===== src/inc/mmu_pkg.sv =====
// Package: constants and types for the memory and mode protection unit
package mmu_pkg;
  localparam int AW = 24;
  // Physical memory map and fixed partition split points
  localparam logic [23:0] ROM_BASE = 24'h000000;
  localparam logic [23:0] ROM_SIZE = 24'h040000;
  localparam logic [23:0] ROM_SPLIT = 24'h030000;
  localparam logic [23:0] ROM_SPLIT_CL = 24'h020000;
  localparam logic [23:0] EE_BASE = 24'h080000;
  localparam logic [23:0] EE_SIZE = 24'h012000;
  localparam logic [23:0] EE_SPLIT = 24'h010000;
  localparam logic [23:0] EE_SPLIT_CL = 24'h00c000;
  localparam logic [23:0] RAM_BASE = 24'h0c0000;
  localparam logic [23:0] RAM_SIZE = 24'h002000;
  localparam logic [23:0] RAM_SPLIT = 24'h001800;
  localparam logic [23:0] RAM_SPLIT_CL = 24'h001000;
  // Protected row areas inside the device part of the EEPROM
  localparam logic [23:0] RO_BASE = 24'h08ff00;
  localparam logic [23:0] RO_LEN = 24'h000020;
  localparam logic [23:0] WP_BASE = 24'h08ff20;
  localparam logic [23:0] WP_LEN = 24'h000010;
  localparam logic [23:0] WO_BASE = 24'h08ff30;
  localparam logic [23:0] WO_LEN = 24'h000020;
  // Mode switching call targets
  localparam logic [23:0] SYSTEM_ENTRY_VECTOR_ADDR = 24'h00ff00;
  localparam logic [23:0] CONFIGURATION_ENTRY_VECTOR_ADDR = 24'h00ff80;
  localparam logic [23:0] USER_ENTRY = 24'h800000;
  // Segment table
  localparam logic [6:0] N_SEG = 7'h40;
  localparam logic [23:0] ENTRY_BYTES = 24'h000010;
  localparam logic [3:0] RC_END = 4'hf;
  localparam logic [3:0] RC_LINK = 4'he;
  localparam logic [2:0] STK_MAX = 3'h7;
  // APB register offsets, reset values
  localparam logic [7:0] A_PSW = 8'h00;
  localparam logic [7:0] A_CTRL = 8'h04;
  localparam logic [7:0] A_CLR0 = 8'h08;
  localparam logic [7:0] A_CLR1 = 8'h0c;
  localparam logic [7:0] A_BANK = 8'h10;
  localparam logic [7:0] A_SEGB = 8'h14;
  localparam logic [7:0] A_STAT = 8'h18;
  localparam logic [31:0] FIXED_RD = 32'h00000000;
  localparam logic [15:0] CLR_RST = 16'h0000;
  localparam logic [23:0] SEGB_RST = 24'h000000;

  typedef enum logic [1:0] {K_READ, K_WRITE, K_FETCH} acc_kind_t;
  typedef enum logic [1:0] {E_CALL, E_EXC, E_IRQ, E_RETURN_FROM_INTERRUPT} ev_kind_t;
  typedef enum logic [1:0] {S_BOOT, S_TEST, S_CL} super_t;
  typedef enum logic [2:0] {M_USER, M_SYS, M_BOOT, M_TEST, M_CL} mode_t;
  typedef enum logic [2:0] {C_NONE, C_RANGE, C_PART, C_SEG, C_ROW, C_VEC} cause_t;
  typedef enum logic [1:0] {W_IDLE, W_FETCH, W_DONE} walk_t;

  typedef struct packed {
    logic valid;
    acc_kind_t kind;
    logic [23:0] vaddr;
    logic [7:0] wdata;
    logic [7:0] old;
  } acc_req_t;

  typedef struct packed {
    logic [3:0] rights;
    logic [23:0] vstart;
    logic [23:0] vend;
    logic [23:0] offset;
    logic [15:0] sfr;
  } seg_entry_t;

  typedef struct packed {
    logic grant;
    logic exc;
    cause_t cause;
    logic [23:0] paddr;
    logic [7:0] wdata;
  } acc_res_t;
endpackage


===== src/core/mmu_mode_access_control.sv =====
// Memory translation, partition, protected row and CPU mode control
// What this block does
// - Protected row read-only area of 32 bytes never takes a software write.
// - 16-byte protected row area becomes write-locked on software request.
// - Write-once area bits go only from zero to one.
// - Factory key area gets no hardware read or write protection.
// - Each memory split in two; only test mode reaches both parts.
// - Partition fixed by contactless configuration strap, not software.
// - Segments configured in system mode, enforced only in user mode.
// - Segment entry: rights, start, end, relocation offset, register group rights.
// - Relocated physical address is still checked against the partition.
// - At most 64 segments; end and link codes shorten or split table.
// - Segment table is fetched from ordinary memory.
// - Sixteen group rights; full access in boot, test and system modes.
// - Contactless mode uses two rights registers it cannot modify.
// - Out-of-range and forbidden user accesses raise an exception.
// - Disallowed register write has no effect; read returns fixed value.
// - Some registers exist three times, selected by current mode.
// - Registers outside the groups follow a fixed hardwired policy.
// - Mode word: super-system flag, system flag; both zero means user.
// - System entry vector call sets system flag, only from user mode.
// - Configuration entry vector sets super-system flag unless plain variant.
// - Exceptions set system flag; interrupts do so only if configured.
// - Return from interrupt restores the mode word from before the event, for up to seven nested events.
// - Direct writes to the mode flags can only clear them.
// - User entry call from system mode enters user mode, no push.
//
// The implementer's own choices: the register offsets and register access over APB.
module mmu_mode_access_control #(
  parameter bit CONFIGURATION_ENTRY_VECTOR_PLAIN = 1'b0
) (
  input wire logic pclk,
  input wire logic presetn,
  input wire logic ce,
  input wire logic psel,
  input wire logic penable,
  input wire logic pwrite,
  input wire logic [7:0] paddr,
  input wire logic [31:0] pwdata,
  output logic pready,
  output logic [31:0] prdata,
  output logic pslverr,
  input wire logic cl_config,
  input wire logic test_enable,
  input wire logic boot_done,
  input wire mmu_pkg::acc_req_t acc,
  output logic acc_done,
  output mmu_pkg::acc_res_t acc_res,
  output logic tbl_req,
  output logic [23:0] tbl_addr,
  input wire logic tbl_ack,
  input wire mmu_pkg::seg_entry_t tbl_entry,
  input wire logic ev_valid,
  input wire mmu_pkg::ev_kind_t ev_kind,
  input wire logic [23:0] ev_target,
  output logic ev_exc,
  output mmu_pkg::mode_t mode,
  output logic [31:0] grp_rights,
  input wire logic sfr_valid,
  input wire logic sfr_in_grp,
  input wire logic [3:0] sfr_grp,
  input wire logic sfr_write,
  output logic sfr_done,
  output logic sfr_allow
);
  typedef struct packed {
    logic ssm;
    logic sm;
    mmu_pkg::super_t sup;
    logic strap_ok;
    logic cl;
    logic test_av;
    logic [2:0] sp;
    logic [7:0][1:0] stk;
    logic irq_sys;
    logic wp_lock;
    logic [15:0] clr0;
    logic [15:0] clr1;
    logic [2:0][31:0] bank;
    logic [23:0] segb;
    logic [15:0] usfr;
    mmu_pkg::walk_t wst;
    logic [6:0] cnt;
    mmu_pkg::acc_req_t req;
    logic [23:0] tptr;
    logic tbl_req;
    logic acc_done;
    mmu_pkg::acc_res_t res;
    logic ev_exc;
    mmu_pkg::mode_t mode;
    logic [31:0] grp;
    logic sfr_done;
    logic sfr_allow;
    logic pready;
    logic [31:0] prdata;
    logic pslverr;
  } state_t;

  state_t st_q, st_d;

  // Mode from the two flags; the super-system flag has priority
  function automatic mmu_pkg::mode_t cur_mode(input logic ssm, input logic sm, input mmu_pkg::super_t sup);
    if (ssm) begin
      unique case (sup)
        mmu_pkg::S_BOOT: return mmu_pkg::M_BOOT;
        mmu_pkg::S_TEST: return mmu_pkg::M_TEST;
        default: return mmu_pkg::M_CL;
      endcase
    end
    return sm ? mmu_pkg::M_SYS : mmu_pkg::M_USER;
  endfunction

  function automatic logic in_win(input logic [23:0] a, input logic [23:0] b, input logic [23:0] len);
    return (a >= b) && ((a - b) < len);
  endfunction

  // Range, partition and row checks on a physical address
  function automatic mmu_pkg::acc_res_t finish(input logic [23:0] pa, input mmu_pkg::acc_req_t r,
                                              input logic test, input logic cl, input logic lock);
    mmu_pkg::acc_res_t o;
    logic rng;
    logic prt;
    o = '{grant: 1'b1, exc: 1'b0, cause: mmu_pkg::C_NONE, paddr: pa, wdata: r.wdata};
    rng = 1'b1;
    prt = test;
    // Split points depend only on the latched strap
    if (in_win(pa, mmu_pkg::ROM_BASE, mmu_pkg::ROM_SIZE)) begin
      prt = prt || (pa - mmu_pkg::ROM_BASE) < (cl ? mmu_pkg::ROM_SPLIT_CL : mmu_pkg::ROM_SPLIT);
    end else if (in_win(pa, mmu_pkg::EE_BASE, mmu_pkg::EE_SIZE)) begin
      prt = prt || (pa - mmu_pkg::EE_BASE) < (cl ? mmu_pkg::EE_SPLIT_CL : mmu_pkg::EE_SPLIT);
    end else if (in_win(pa, mmu_pkg::RAM_BASE, mmu_pkg::RAM_SIZE)) begin
      prt = prt || (pa - mmu_pkg::RAM_BASE) < (cl ? mmu_pkg::RAM_SPLIT_CL : mmu_pkg::RAM_SPLIT);
    end else begin
      rng = 1'b0;
    end
    if (!rng) begin
      o.cause = mmu_pkg::C_RANGE;
    end else if (!prt) begin
      o.cause = mmu_pkg::C_PART;
    end else if (r.kind == mmu_pkg::K_WRITE) begin
      if (in_win(pa, mmu_pkg::RO_BASE, mmu_pkg::RO_LEN)) begin
        o.cause = mmu_pkg::C_ROW;
      end else if (lock && in_win(pa, mmu_pkg::WP_BASE, mmu_pkg::WP_LEN)) begin
        o.cause = mmu_pkg::C_ROW;
      end else if (in_win(pa, mmu_pkg::WO_BASE, mmu_pkg::WO_LEN)) begin
        o.wdata = r.old | r.wdata;
      end
      // Factory key area lies outside the row: no special case
    end
    if (o.cause != mmu_pkg::C_NONE) begin
      o.grant = 1'b0;
      o.exc = 1'b1;
    end
    return o;
  endfunction

  mmu_pkg::mode_t m;
  logic user;
  logic sysreg_ok;
  logic apb_acc;
  logic [1:0] bidx;
  logic [31:0] rights;
  logic right_ok;
  mmu_pkg::seg_entry_t e;

  always_comb begin
    st_d = st_q;
    m = cur_mode(st_q.ssm, st_q.sm, st_q.sup);
    user = (m == mmu_pkg::M_USER);
    e = tbl_entry;
    right_ok = 1'b0;
    bidx = user ? 2'h0 : (st_q.ssm ? 2'h2 : 2'h1);
    // Group rights seen by the register access
    unique case (m)
      mmu_pkg::M_USER: rights = {st_q.usfr, st_q.usfr};
      mmu_pkg::M_CL: rights = {st_q.clr1, st_q.clr0};
      default: rights = 32'hffffffff;
    endcase
    st_d.acc_done = 1'b0;
    st_d.ev_exc = 1'b0;
    st_d.sfr_done = 1'b0;

    // Straps are caught on the first enabled cycle after reset release
    if (!st_q.strap_ok) begin
      st_d.strap_ok = 1'b1;
      st_d.cl = cl_config;
      st_d.test_av = test_enable;
    end

    // Leave boot once; only a return popping a mode word pushed during boot comes back to it
    if (boot_done && st_q.ssm && st_q.sup == mmu_pkg::S_BOOT && st_q.strap_ok) begin
      if (st_q.test_av) begin
        st_d.sup = mmu_pkg::S_TEST;
      end else begin
        st_d.ssm = 1'b0;
        st_d.sm = 1'b1;
      end
    end

    // APB slave: access phase answered one cycle later by pready
    apb_acc = psel && penable && !st_q.pready;
    sysreg_ok = !user; // System registers closed to user code
    st_d.pready = apb_acc;
    if (apb_acc) begin
      st_d.pslverr = 1'b0;
      st_d.prdata = mmu_pkg::FIXED_RD;
      unique case (paddr)
        mmu_pkg::A_PSW: begin
          st_d.prdata = {30'h0, st_q.ssm, st_q.sm};
          if (pwrite) begin
            st_d.ssm = st_q.ssm & pwdata[1];
            st_d.sm = st_q.sm & pwdata[0];
          end
        end
        mmu_pkg::A_CTRL: begin
          if (sysreg_ok) st_d.prdata = {30'h0, st_q.wp_lock, st_q.irq_sys};
          if (pwrite && sysreg_ok) begin
            st_d.irq_sys = pwdata[0];
            st_d.wp_lock = st_q.wp_lock | pwdata[1]; // Lock is sticky until reset
          end
        end
        mmu_pkg::A_CLR0, mmu_pkg::A_CLR1: begin
          if (sysreg_ok) st_d.prdata = {16'h0, paddr[2] ? st_q.clr1 : st_q.clr0};
          if (pwrite && sysreg_ok && m != mmu_pkg::M_CL) begin
            if (paddr[2]) st_d.clr1 = pwdata[15:0];
            else st_d.clr0 = pwdata[15:0];
          end
        end
        mmu_pkg::A_BANK: begin
          st_d.prdata = st_q.bank[bidx];
          if (pwrite) st_d.bank[bidx] = pwdata;
        end
        mmu_pkg::A_SEGB: begin
          if (sysreg_ok) st_d.prdata = {8'h0, st_q.segb};
          if (pwrite && sysreg_ok) st_d.segb = pwdata[23:0];
        end
        mmu_pkg::A_STAT: begin
          st_d.prdata = {24'h0, st_q.res.cause, st_q.sp, st_q.cl, st_q.test_av};
        end
        default: st_d.pslverr = 1'b1;
      endcase
    end

    // Mode events from the CPU sequencer
    if (ev_valid) begin
      unique case (ev_kind)
        mmu_pkg::E_CALL: begin
          if (ev_target == mmu_pkg::SYSTEM_ENTRY_VECTOR_ADDR) begin
            if (user) begin
              st_d.stk[st_q.sp] = {st_q.ssm, st_q.sm};
              st_d.sp = (st_q.sp == mmu_pkg::STK_MAX) ? st_q.sp : st_q.sp + 3'h1;
              st_d.sm = 1'b1;
            end else begin
              st_d.ev_exc = 1'b1;
            end
          end else if (ev_target == mmu_pkg::CONFIGURATION_ENTRY_VECTOR_ADDR && !CONFIGURATION_ENTRY_VECTOR_PLAIN) begin
            st_d.stk[st_q.sp] = {st_q.ssm, st_q.sm};
            st_d.sp = (st_q.sp == mmu_pkg::STK_MAX) ? st_q.sp : st_q.sp + 3'h1;
            st_d.ssm = 1'b1;
            st_d.sup = mmu_pkg::S_CL;
          end else if (ev_target == mmu_pkg::USER_ENTRY && m == mmu_pkg::M_SYS) begin
            st_d.sm = 1'b0; // No push: this is a one-way drop
          end
        end
        mmu_pkg::E_EXC, mmu_pkg::E_IRQ: begin
          st_d.stk[st_q.sp] = {st_q.ssm, st_q.sm};
          st_d.sp = (st_q.sp == mmu_pkg::STK_MAX) ? st_q.sp : st_q.sp + 3'h1;
          if (ev_kind == mmu_pkg::E_EXC || st_q.irq_sys) st_d.sm = 1'b1;
        end
        mmu_pkg::E_RETURN_FROM_INTERRUPT: begin
          if (st_q.sp == 3'h0) begin
            st_d.ev_exc = 1'b1;
          end else begin
            {st_d.ssm, st_d.sm} = st_q.stk[st_q.sp - 3'h1];
            st_d.sp = st_q.sp - 3'h1;
          end
        end
      endcase
    end

    // Register access check against group rights or fixed policy
    if (sfr_valid) begin
      st_d.sfr_done = 1'b1;
      if (sfr_in_grp) st_d.sfr_allow = rights[{sfr_write, sfr_grp}];
      else st_d.sfr_allow = !user || !sfr_write;
    end

    // Memory access: direct outside user mode, table walk in user mode
    unique case (st_q.wst)
      mmu_pkg::W_IDLE: begin
        if (acc.valid) begin
          st_d.req = acc;
          if (user) begin
            st_d.wst = mmu_pkg::W_FETCH;
            st_d.tptr = st_q.segb;
            st_d.cnt = 7'h0;
            st_d.tbl_req = 1'b1;
          end else begin
            st_d.res = finish(acc.vaddr, acc, m == mmu_pkg::M_TEST, st_q.cl, st_q.wp_lock);
            st_d.acc_done = 1'b1;
            st_d.wst = mmu_pkg::W_DONE;
          end
        end
      end
      mmu_pkg::W_FETCH: begin
        if (tbl_ack) begin
          st_d.tbl_req = 1'b0;
          st_d.cnt = st_q.cnt + 7'h1;
          if (e.rights == mmu_pkg::RC_END || st_q.cnt == mmu_pkg::N_SEG) begin
            st_d.res = '{grant: 1'b0, exc: 1'b1, cause: mmu_pkg::C_SEG, paddr: 24'h0, wdata: 8'h0};
            st_d.acc_done = 1'b1;
            st_d.wst = mmu_pkg::W_DONE;
          end else if (e.rights == mmu_pkg::RC_LINK) begin
            st_d.tptr = e.offset; // Table continues elsewhere
            st_d.tbl_req = 1'b1;
          end else if (st_q.req.vaddr >= e.vstart && st_q.req.vaddr <= e.vend) begin
            unique case (st_q.req.kind)
              mmu_pkg::K_READ: right_ok = e.rights[0];
              mmu_pkg::K_WRITE: right_ok = e.rights[1];
              default: right_ok = e.rights[2];
            endcase
            st_d.acc_done = 1'b1;
            st_d.wst = mmu_pkg::W_DONE;
            if (right_ok) begin
              st_d.res = finish(st_q.req.vaddr + e.offset, st_q.req, 1'b0, st_q.cl, st_q.wp_lock);
              if (st_q.req.kind == mmu_pkg::K_FETCH && st_d.res.grant) st_d.usfr = e.sfr;
            end else begin
              st_d.res = '{grant: 1'b0, exc: 1'b1, cause: mmu_pkg::C_SEG, paddr: 24'h0, wdata: 8'h0};
            end
          end else begin
            st_d.tptr = st_q.tptr + mmu_pkg::ENTRY_BYTES;
            st_d.tbl_req = 1'b1;
          end
        end
      end
      default: begin
        st_d.wst = mmu_pkg::W_IDLE; // One idle cycle between accesses
      end
    endcase

    // Mode and rights outputs follow the next state so they never lag
    st_d.mode = cur_mode(st_d.ssm, st_d.sm, st_d.sup);
    unique case (st_d.mode)
      mmu_pkg::M_USER: st_d.grp = {st_d.usfr, st_d.usfr};
      mmu_pkg::M_CL: st_d.grp = {st_d.clr1, st_d.clr0};
      default: st_d.grp = 32'hffffffff;
    endcase
  end

  // State register; clock enable freezes everything
  always_ff @(posedge pclk or negedge presetn) begin
    if (!presetn) begin
      st_q <= '0;
      st_q.ssm <= 1'b1; // Start in boot mode
      st_q.sup <= mmu_pkg::S_BOOT;
      st_q.mode <= mmu_pkg::M_BOOT;
      st_q.grp <= 32'hffffffff;
      st_q.clr0 <= mmu_pkg::CLR_RST;
      st_q.clr1 <= mmu_pkg::CLR_RST;
      st_q.segb <= mmu_pkg::SEGB_RST;
      st_q.wst <= mmu_pkg::W_IDLE;
    end else if (ce) begin
      st_q <= st_d;
    end
  end

  assign pready = st_q.pready;
  assign prdata = st_q.prdata;
  assign pslverr = st_q.pslverr;
  assign acc_done = st_q.acc_done;
  assign acc_res = st_q.res;
  assign tbl_req = st_q.tbl_req;
  assign tbl_addr = st_q.tptr;
  assign ev_exc = st_q.ev_exc;
  assign mode = st_q.mode;
  assign grp_rights = st_q.grp;
  assign sfr_done = st_q.sfr_done;
  assign sfr_allow = st_q.sfr_allow;
endmodule // mmu_mode_access_control


===== config.mk =====
export PLATFORM = sky130hd
export DESIGN_NAME = mmu_mode_access_control
export DESIGN_NICKNAME = d
export VERILOG_FILES = /design/src/inc/mmu_pkg.sv /design/src/core/mmu_mode_access_control.sv
export SDC_FILE = /design/constraint.sdc
export NUM_CORES = 1
export LEC_CHECK = 0
export BUFFER_PORTS_ARGS = -buffer_cell sky130_fd_sc_hd__buf_2
export CORE_AREA = 4 4 226 228
export CTS_CLUSTER_SIZE = 30
export DETAILED_ROUTE_END_ITERATION = 10
export DIE_AREA = 0 0 230 232
export GPL_TIMING_DRIVEN = 0
export PLACE_DENSITY = 0.71
export SYNTH_ARGS = -nofsm -noshare
export SYNTH_HDL_FRONTEND = slang
export SYNTH_SLANG_ARGS = --single-unit

===== constraint.sdc =====
create_clock -name pclk -period 5.55 [get_ports pclk]
set_input_delay 0 -clock pclk [delete_from_list [all_inputs] [get_ports pclk]]
set_output_delay 0 -clock pclk [all_outputs]
set_load 0.01 [all_outputs]

; ---- Yosys cells after proc, flatten, opt, wreduce, memory -nomap -nowiden
; Index checks and enable logic that the tools add are counted.
[word_totals]
reg_bits = 383
output_inout_bits = 135
elab_cells = 385
[op_classes]
addsub = 15
n_lt_le_gt_ge = 38
eq_ne = 38
mux = 177
bitwise = 6
n_reduce_logical = 64
[op_table]
columns = cell, n
row1 = $ge A24 B20 Y1 const B, 10
row2 = $sub A24 B20 Y24 const B, 10
row3 = $mux W96, 2
row4 = $pmux W32 S6, 1
row5 = $mux W152, 1
row6 = $mux W38, 4
row7 = $mux W16, 8
row8 = $mux W32, 4
row9 = $pmux W32 S2, 2
row10 = $pmux W63 S2, 1
row11 = $mux W25, 5
row12 = $mux W115, 1
row13 = $bwmux W96, 1
row14 = $lt A24 B6 Y1 const B, 4
row15 = $mux W8, 12
row16 = $mux W3, 25
row17 = $lt A24 B24 Y1, 3
row18 = $mux W24, 3
row19 = $bmux W32 S2, 1
row20 = $demux W32 S2, 1
row21 = $mux W63, 1
row22 = $mux W19, 3
row23 = $mux W1, 53
row24 = $mux W2, 25
row25 = 70 further kinds, 157

; ---- Depth between registers and ports, before layout
[logic_depth]
depth_word = 38
depth_mapped = 19
mapped_depth_nobuf = 17

; ---- Worst setup path before layout
; OpenSTA, ideal clock, no wires.
[synth_path]
path_type = register -> register
startpoint = register st_q[151] in the netlist's numbering
endpoint = register st_q[193] in the netlist's numbering
setup_ps = 127
t_arrival_ps = 4477
slack_ps = 945
path_stages_with_launch = 20
path_buffers = 3
period_less_slack_ps = 4605
cell_sequence = dfrtp_1 -> ha_1 -> fa_1 -> a211oi_1 -> o211ai_1 -> nand2_1 -> a21oi_1 -> a211oi_1 -> clkbuf_1 -> inv_1 -> ha_1 -> inv_1 -> xnor2_1 -> or4b_4 -> o211ai_4 -> nand4_4 -> or2_1 -> buf_2 -> buf_6 -> mux2_1
[synth_via]
elab_chain_cells = 37
elab_cells_between_ends = 72
cone_classes = 5 x add/sub / 15 x order compare / 43 x mux / 9 x reduce/logical
[synth_rtl]
columns = item, line
row1 = start: declaration, mmu_mode_access_control.sv:99  ; state_t st_q, st_d;
row2 = start signal: assignment, mmu_mode_access_control.sv:363  ; st_q <= st_d;
row3 = $add A24 B24 Y24, mmu_mode_access_control.sv:325  ; st_d.res = finish(st_q.req.vaddr + e.offset, st_q.req, 1'b0, st_q.cl, st_q.wp_lock);
row4 = $sub A24 B20 Y24, "mmu_mode_access_control.sv:114, mmu_mode_access_control.sv:132"
row5 = $lt A24 B14 Y1, mmu_mode_access_control.sv:114  ; return (a >= b) && ((a - b) < len);
row6 = $logic_and A1 B1 Y1, mmu_mode_access_control.sv:114
row7 = $mux W1, mmu_mode_access_control.sv:131  ; end else if (in_win(pa, mmu_pkg::RAM_BASE, mmu_pkg::RAM_SIZE)) begin
row8 = $mux W1, mmu_mode_access_control.sv:129  ; end else if (in_win(pa, mmu_pkg::EE_BASE, mmu_pkg::EE_SIZE)) begin
row9 = $mux W1, mmu_mode_access_control.sv:127  ; if (in_win(pa, mmu_pkg::ROM_BASE, mmu_pkg::ROM_SIZE)) begin
row10 = $mux W1, mmu_mode_access_control.sv:324  ; if (right_ok) begin
row11 = (+21 left out), -
row12 = $logic_and A1 B1 Y1, mmu_mode_access_control.sv:326  ; if (st_q.req.kind == mmu_pkg::K_FETCH && st_d.res.grant) st_d.usfr = e.sfr;
row13 = $mux W16, mmu_mode_access_control.sv:326
row14 = $mux W16, mmu_mode_access_control.sv:324
row15 = $mux W18 (*), mmu_mode_access_control.sv:316  ; end else if (st_q.req.vaddr >= e.vstart && st_q.req.vaddr <= e.vend) begin
row16 = $mux W18 (*), mmu_mode_access_control.sv:313  ; end else if (e.rights == mmu_pkg::RC_LINK) begin
row17 = $mux W16 (*), mmu_mode_access_control.sv:309  ; if (e.rights == mmu_pkg::RC_END || st_q.cnt == mmu_pkg::N_SEG) begin
row18 = $mux W25 (*), mmu_mode_access_control.sv:306  ; if (tbl_ack) begin
row19 = $mux W16 (*), mmu_mode_access_control.sv:289  ; unique case (st_q.wst)
; Mark *: on every way between the ends. The rest lies on a longest branch, timed or not. The select of a mux whose other input is x is not followed.
; A chain may end at the register's enable or synchronous reset.

; ---- Worst setup path after layout
[layout_path]
startpoint = register st_q[151] in the netlist's numbering
endpoint = register st_q (netlist bit acc_res[4])
[layout_via]
elab_chain_cells = 21
elab_cells_between_ends = 63
cone_classes = 6 x add/sub / 17 x order compare / 1 x eq/ne / 30 x mux / 9 x reduce/logical
[layout_rtl]
columns = item, line
row1 = $add A24 B24 Y24, mmu_mode_access_control.sv:325
row2 = $sub A24 B20 Y24, "mmu_mode_access_control.sv:114, mmu_mode_access_control.sv:132"
row3 = $lt A24 B14 Y1, mmu_mode_access_control.sv:114
row4 = $logic_and A1 B1 Y1, mmu_mode_access_control.sv:114
row5 = $mux W1, mmu_mode_access_control.sv:131
row6 = $mux W1, mmu_mode_access_control.sv:129
row7 = $mux W1, mmu_mode_access_control.sv:127
row8 = $mux W1, mmu_mode_access_control.sv:324
row9 = (+5 left out), -
row10 = $mux W8, mmu_mode_access_control.sv:138  ; end else if (!prt) begin
row11 = $mux W8, mmu_mode_access_control.sv:136  ; if (!rng) begin
row12 = $mux W37, mmu_mode_access_control.sv:324
row13 = $mux W38, mmu_mode_access_control.sv:316
row14 = $mux W38, mmu_mode_access_control.sv:313
row15 = $mux W38, mmu_mode_access_control.sv:309
row16 = $mux W63, mmu_mode_access_control.sv:306
row17 = $pmux W63 S2, mmu_mode_access_control.sv:289
; Several ways; a longest one is shown, not always the timed one. The select of a mux whose other input is x is not followed.

==> summary.md <==
| Metric | Value |
|---|---|
| Status | completed |
| VDD IR max | 0.276 mV |
| Worst-path clk slew | 0.06 ns |
| Worst-Margin Slew | 1.30 ns |
| Clock root buffer master | clkbuf_16 |
| Die Wd | 230 µm |
| Crit path max fanout | 10 |
| Total CTS buffers | 42 |
| Initial antenna violation count | 3 |
| Top routing layer used | met5 |
| Lkg Pwr | 13.8 nW |
| Multi-input gate area | 0.0129 mm² |
| Synth warnings | 0 |
| Clock Skew | 0.00975 ns |
| Hold Vio Cnt, Final | 0 |
| Area grow syn2layout | 21.8% |
| Netlist cell types | 93 |
| Cell Pwr Density | 422 mW/mm² |
| Max Clk Rate | 190 MHz |
| Worst setup margin | 0.284 ns |
| Storage cell area | 0.00960 mm² |
| Vias per cell | 6.03 |
| Met3 WL | 8430 µm |
| Pint | 7.32 mW |
| CTS Buffer Depth | 3 |
| GPL Wtd Cong | 0.952 |
| Largest net degree at the start of global routing | 132 |
| DR WL met2 | 37400 µm |
| Nets | 3358 |
| Clk pwr share | 0.240 |
| Min Hold Slack | 0.0417 ns |
| CP peak stage delay | 0.57 ns |
| Ys async rst share | 1.00 |
| Unrepaired setup endpoints after global routing | false |
| Syn_nets | 2858 |
| Post-Syn Instances | 2537 |
| Non-Filler Instances | 3735 |
| Die span in y | 232 µm |
| Post-synth EDFFs | 0 |
| Rows | 81 |
| Layout cells sized above 1 | 0.287 |
| Placed Cells | 3544 |
| Vias in the first global route | 22.2k |
| Clock Sinks | 382 |
| Post-route antenna net violation count | 0 |
| CTS tree | yes |
| Fillers | 4227 |
| Cell Area, Placed | 0.0269 mm² |
| Routed via count | 22.5k |
| Initial Utilization | 0.497 |
| Crit-path cells | ha_1, fa_1, a211oi_1, o211ai_1, and2_1, o21ai_0, a211oi_4, buf_2, inv_1, ha_1, inv_1, xnor2_1, or4b_4, o211ai_4, nand3_2, or4_4, nor4_4, buf_4, a41o_1 |
| Hold Crit Class | in -> reg |
| Drt drc | 0 |
| Final period demand of the worst path | 5.27 ns |
| Yosys reg bits | 382 |
| Post-detail-place hpwl | 65600 µm |
| Post-placement setup slack | -0.376 ns |
| PortBufs | 340 |
| Core area | 0.0488 mm² |
| Period Utilization, post-route | 0.949 |
| Pins Over Slew Limit | 0 |
| All-Layer GR Usage | 0.311 |
| Clk_lat worst skew | 0.58 ns |
| Initial DRC Count | 2132 |
| H-Tree Depth | 2 |
| I/O pins | 354 |
| Maxcap violations | 0 |
| Final WL | 85700 µm |
| Finished Cell Area | 0.0296 mm² |
| Max_slew headroom | 0.133 |
| Routed len/inst | 22.9 µm |
| Arr. time, crit path | 5.78 ns |
| WP data required | 6.06 ns |
| Total grt overflow | 0 |
| Startpoint Class | flip-flop |
| Final Util | 0.605 |
| Main flop type after synthesis | dfrtp_1 |
| WL met1 | 37400 µm |
| Critical Path End Type | flip-flop |
| Part of the power in combinational logic | 0.455 |
| Slowest CP cell | or4b_4 |
| DRT Pass-1 Iters | 7 |
| Seq pwr share | 0.306 |
| Mapped Avg Cell Area | 9.57 µm² |
| Crit Path Class | reg -> reg |
| Die Footprint | 0.0534 mm² |
| Area of the mapped netlist | 0.0243 mm² |
| Part of the Yosys area used for sequential elements | 0.395 |
| Net switching share of the total power | 0.414 |
| First-pass GRT wire length | 130000 µm |
| Net load switching power | 5.17 mW |
| Final setup violation count | 0 |
==> flip-flops by register name (all words and copies together) (netlist names) <==
name	flops
acc_done	1
acc_res	37
ev_exc	1
grp_rights	32
mode	3
prdata	32
pready	1
pslverr	1
sfr_allow	1
sfr_done	1
st_q	247
tbl_addr	24
tbl_req	1
==> path summary, 6_finish.rpt <==
kind                       startpoint            end  slack [ns]  depth (start not counted)
setup / recovery            st_q[151]     acc_res[4]        0.28                         19
hold / removal                 pwrite      st_q[355]        0.04                          4
setup reg to reg            st_q[151]     acc_res[4]        0.28                         19
hold reg to reg              acc_done       acc_done        0.48                          1
max in group asynchronous     presetn     prdata[28]        4.22                          4
min in group asynchronous     presetn  grp_rights[1]        0.16                          2
==> Yosys cell counts, drive strengths merged, types with 57 or more instances <==
cell type  instances  share of area
nand2            249          0.038
ha               101          0.052
a21oi            165          0.034
mux2i             57          0.023
buf              148          0.044
o21ai            203          0.042
inv               83          0.013
clkbuf           129          0.020
a22oi             57          0.018
mux2             259           0.12
dfrtp            348           0.36
nor2             120          0.019
==> routing by layer <==
metal  GRT usage  vias to the layer above
li1            -                    10200
met1       0.450                    11100
met3      0.0753                      142
met5           0                        -
met2       0.469                     1097
met4      0.0864                        2
==> metrics by stage <==
stage	setup TNS, ns	total power [mW]
4_1_cts	0	12.4
2_1_floorplan	0	7.44
3_3_place_gp	-981.97	9.14
5_1_grt	0	13.2
6_report	0	12.5
3_5_place_dp	-6.48	9.27
==> area by class of cell <==
class	instances	share of cell area
inverter	83	0.0106
clock inverter	16	0.00736
tap	664	0.0281
antenna	2	0.000169
buffer	276	0.0523
timing repair buffer	457	0.0994
multi-input combinational	1795	0.435
sequential	382	0.325
clock buffer	60	0.0426
==> layout by cell type (no fill, tap or decap), types with 25 or more instances in the layout <==
cell type,instances
a31oi_1,32
a21o_1,27
clkbuf_16,42
dfstp_2,34
a22oi_1,57
mux2i_1,57
nand2_1,249
nor4_1,25
buf_4,130
mux2_2,249
a211oi_1,31
nor3_1,43
and2_1,31
ha_1,101
clkbuf_1,129
o22ai_1,33
buf_2,348
inv_1,82
nor2_1,120
nand3_1,32
a21oi_1,164
o21ai_0,198
xnor2_1,34
dfrtp_1,348
dlygate4sd3_1,111
==> cell families after synthesis <==
group	after synthesis	synth area share
AOI/OAI and AO/OA	700	0.185
and+or+nand+nor	620	0.123
DFF	382	0.395
buffers and inverters	360	0.0767
muxes	320	0.147
adders and majority gates	102	0.0529
xor gates and xnor gates	53	0.0194
==> power by group through the flow <==
stage | Clock, mW | Sequential, mW | Combinational, mW
floorplan | 0 | 3.62 | 3.82
global placement | 0 | 3.83 | 5.32
detailed placement | 0 | 3.84 | 5.43
CTS | 3.02 | 3.80 | 5.55
global route | 3.14 | 3.86 | 6.18
finish | 2.99 | 3.82 | 5.68
==> critical path, delay by kind of cell (launching register included) <==
family / cells / cell delay, ns
XOR/XNOR: 1 / 0.17
AND/OR/NAND/NOR: 5 / 1.70
buffers and inverters: 4 / 0.71
AO/OA/AOI/OAI: 6 / 1.29
adder cells (fa/ha/maj): 3 / 0.94
flip-flops: 1 / 0.39
==> timing repair <==
action / in CTS / in global routing
buffers inserted: 0 / 2
endpoints found under the setup margin: 29 / 24
gates resized for setup: 4 / 3
endpoints found under the hold margin: 527 / 0
hold buffers: 112 / 0
pin swaps: 0 / 2
Power figures use the tool's default switching activity.
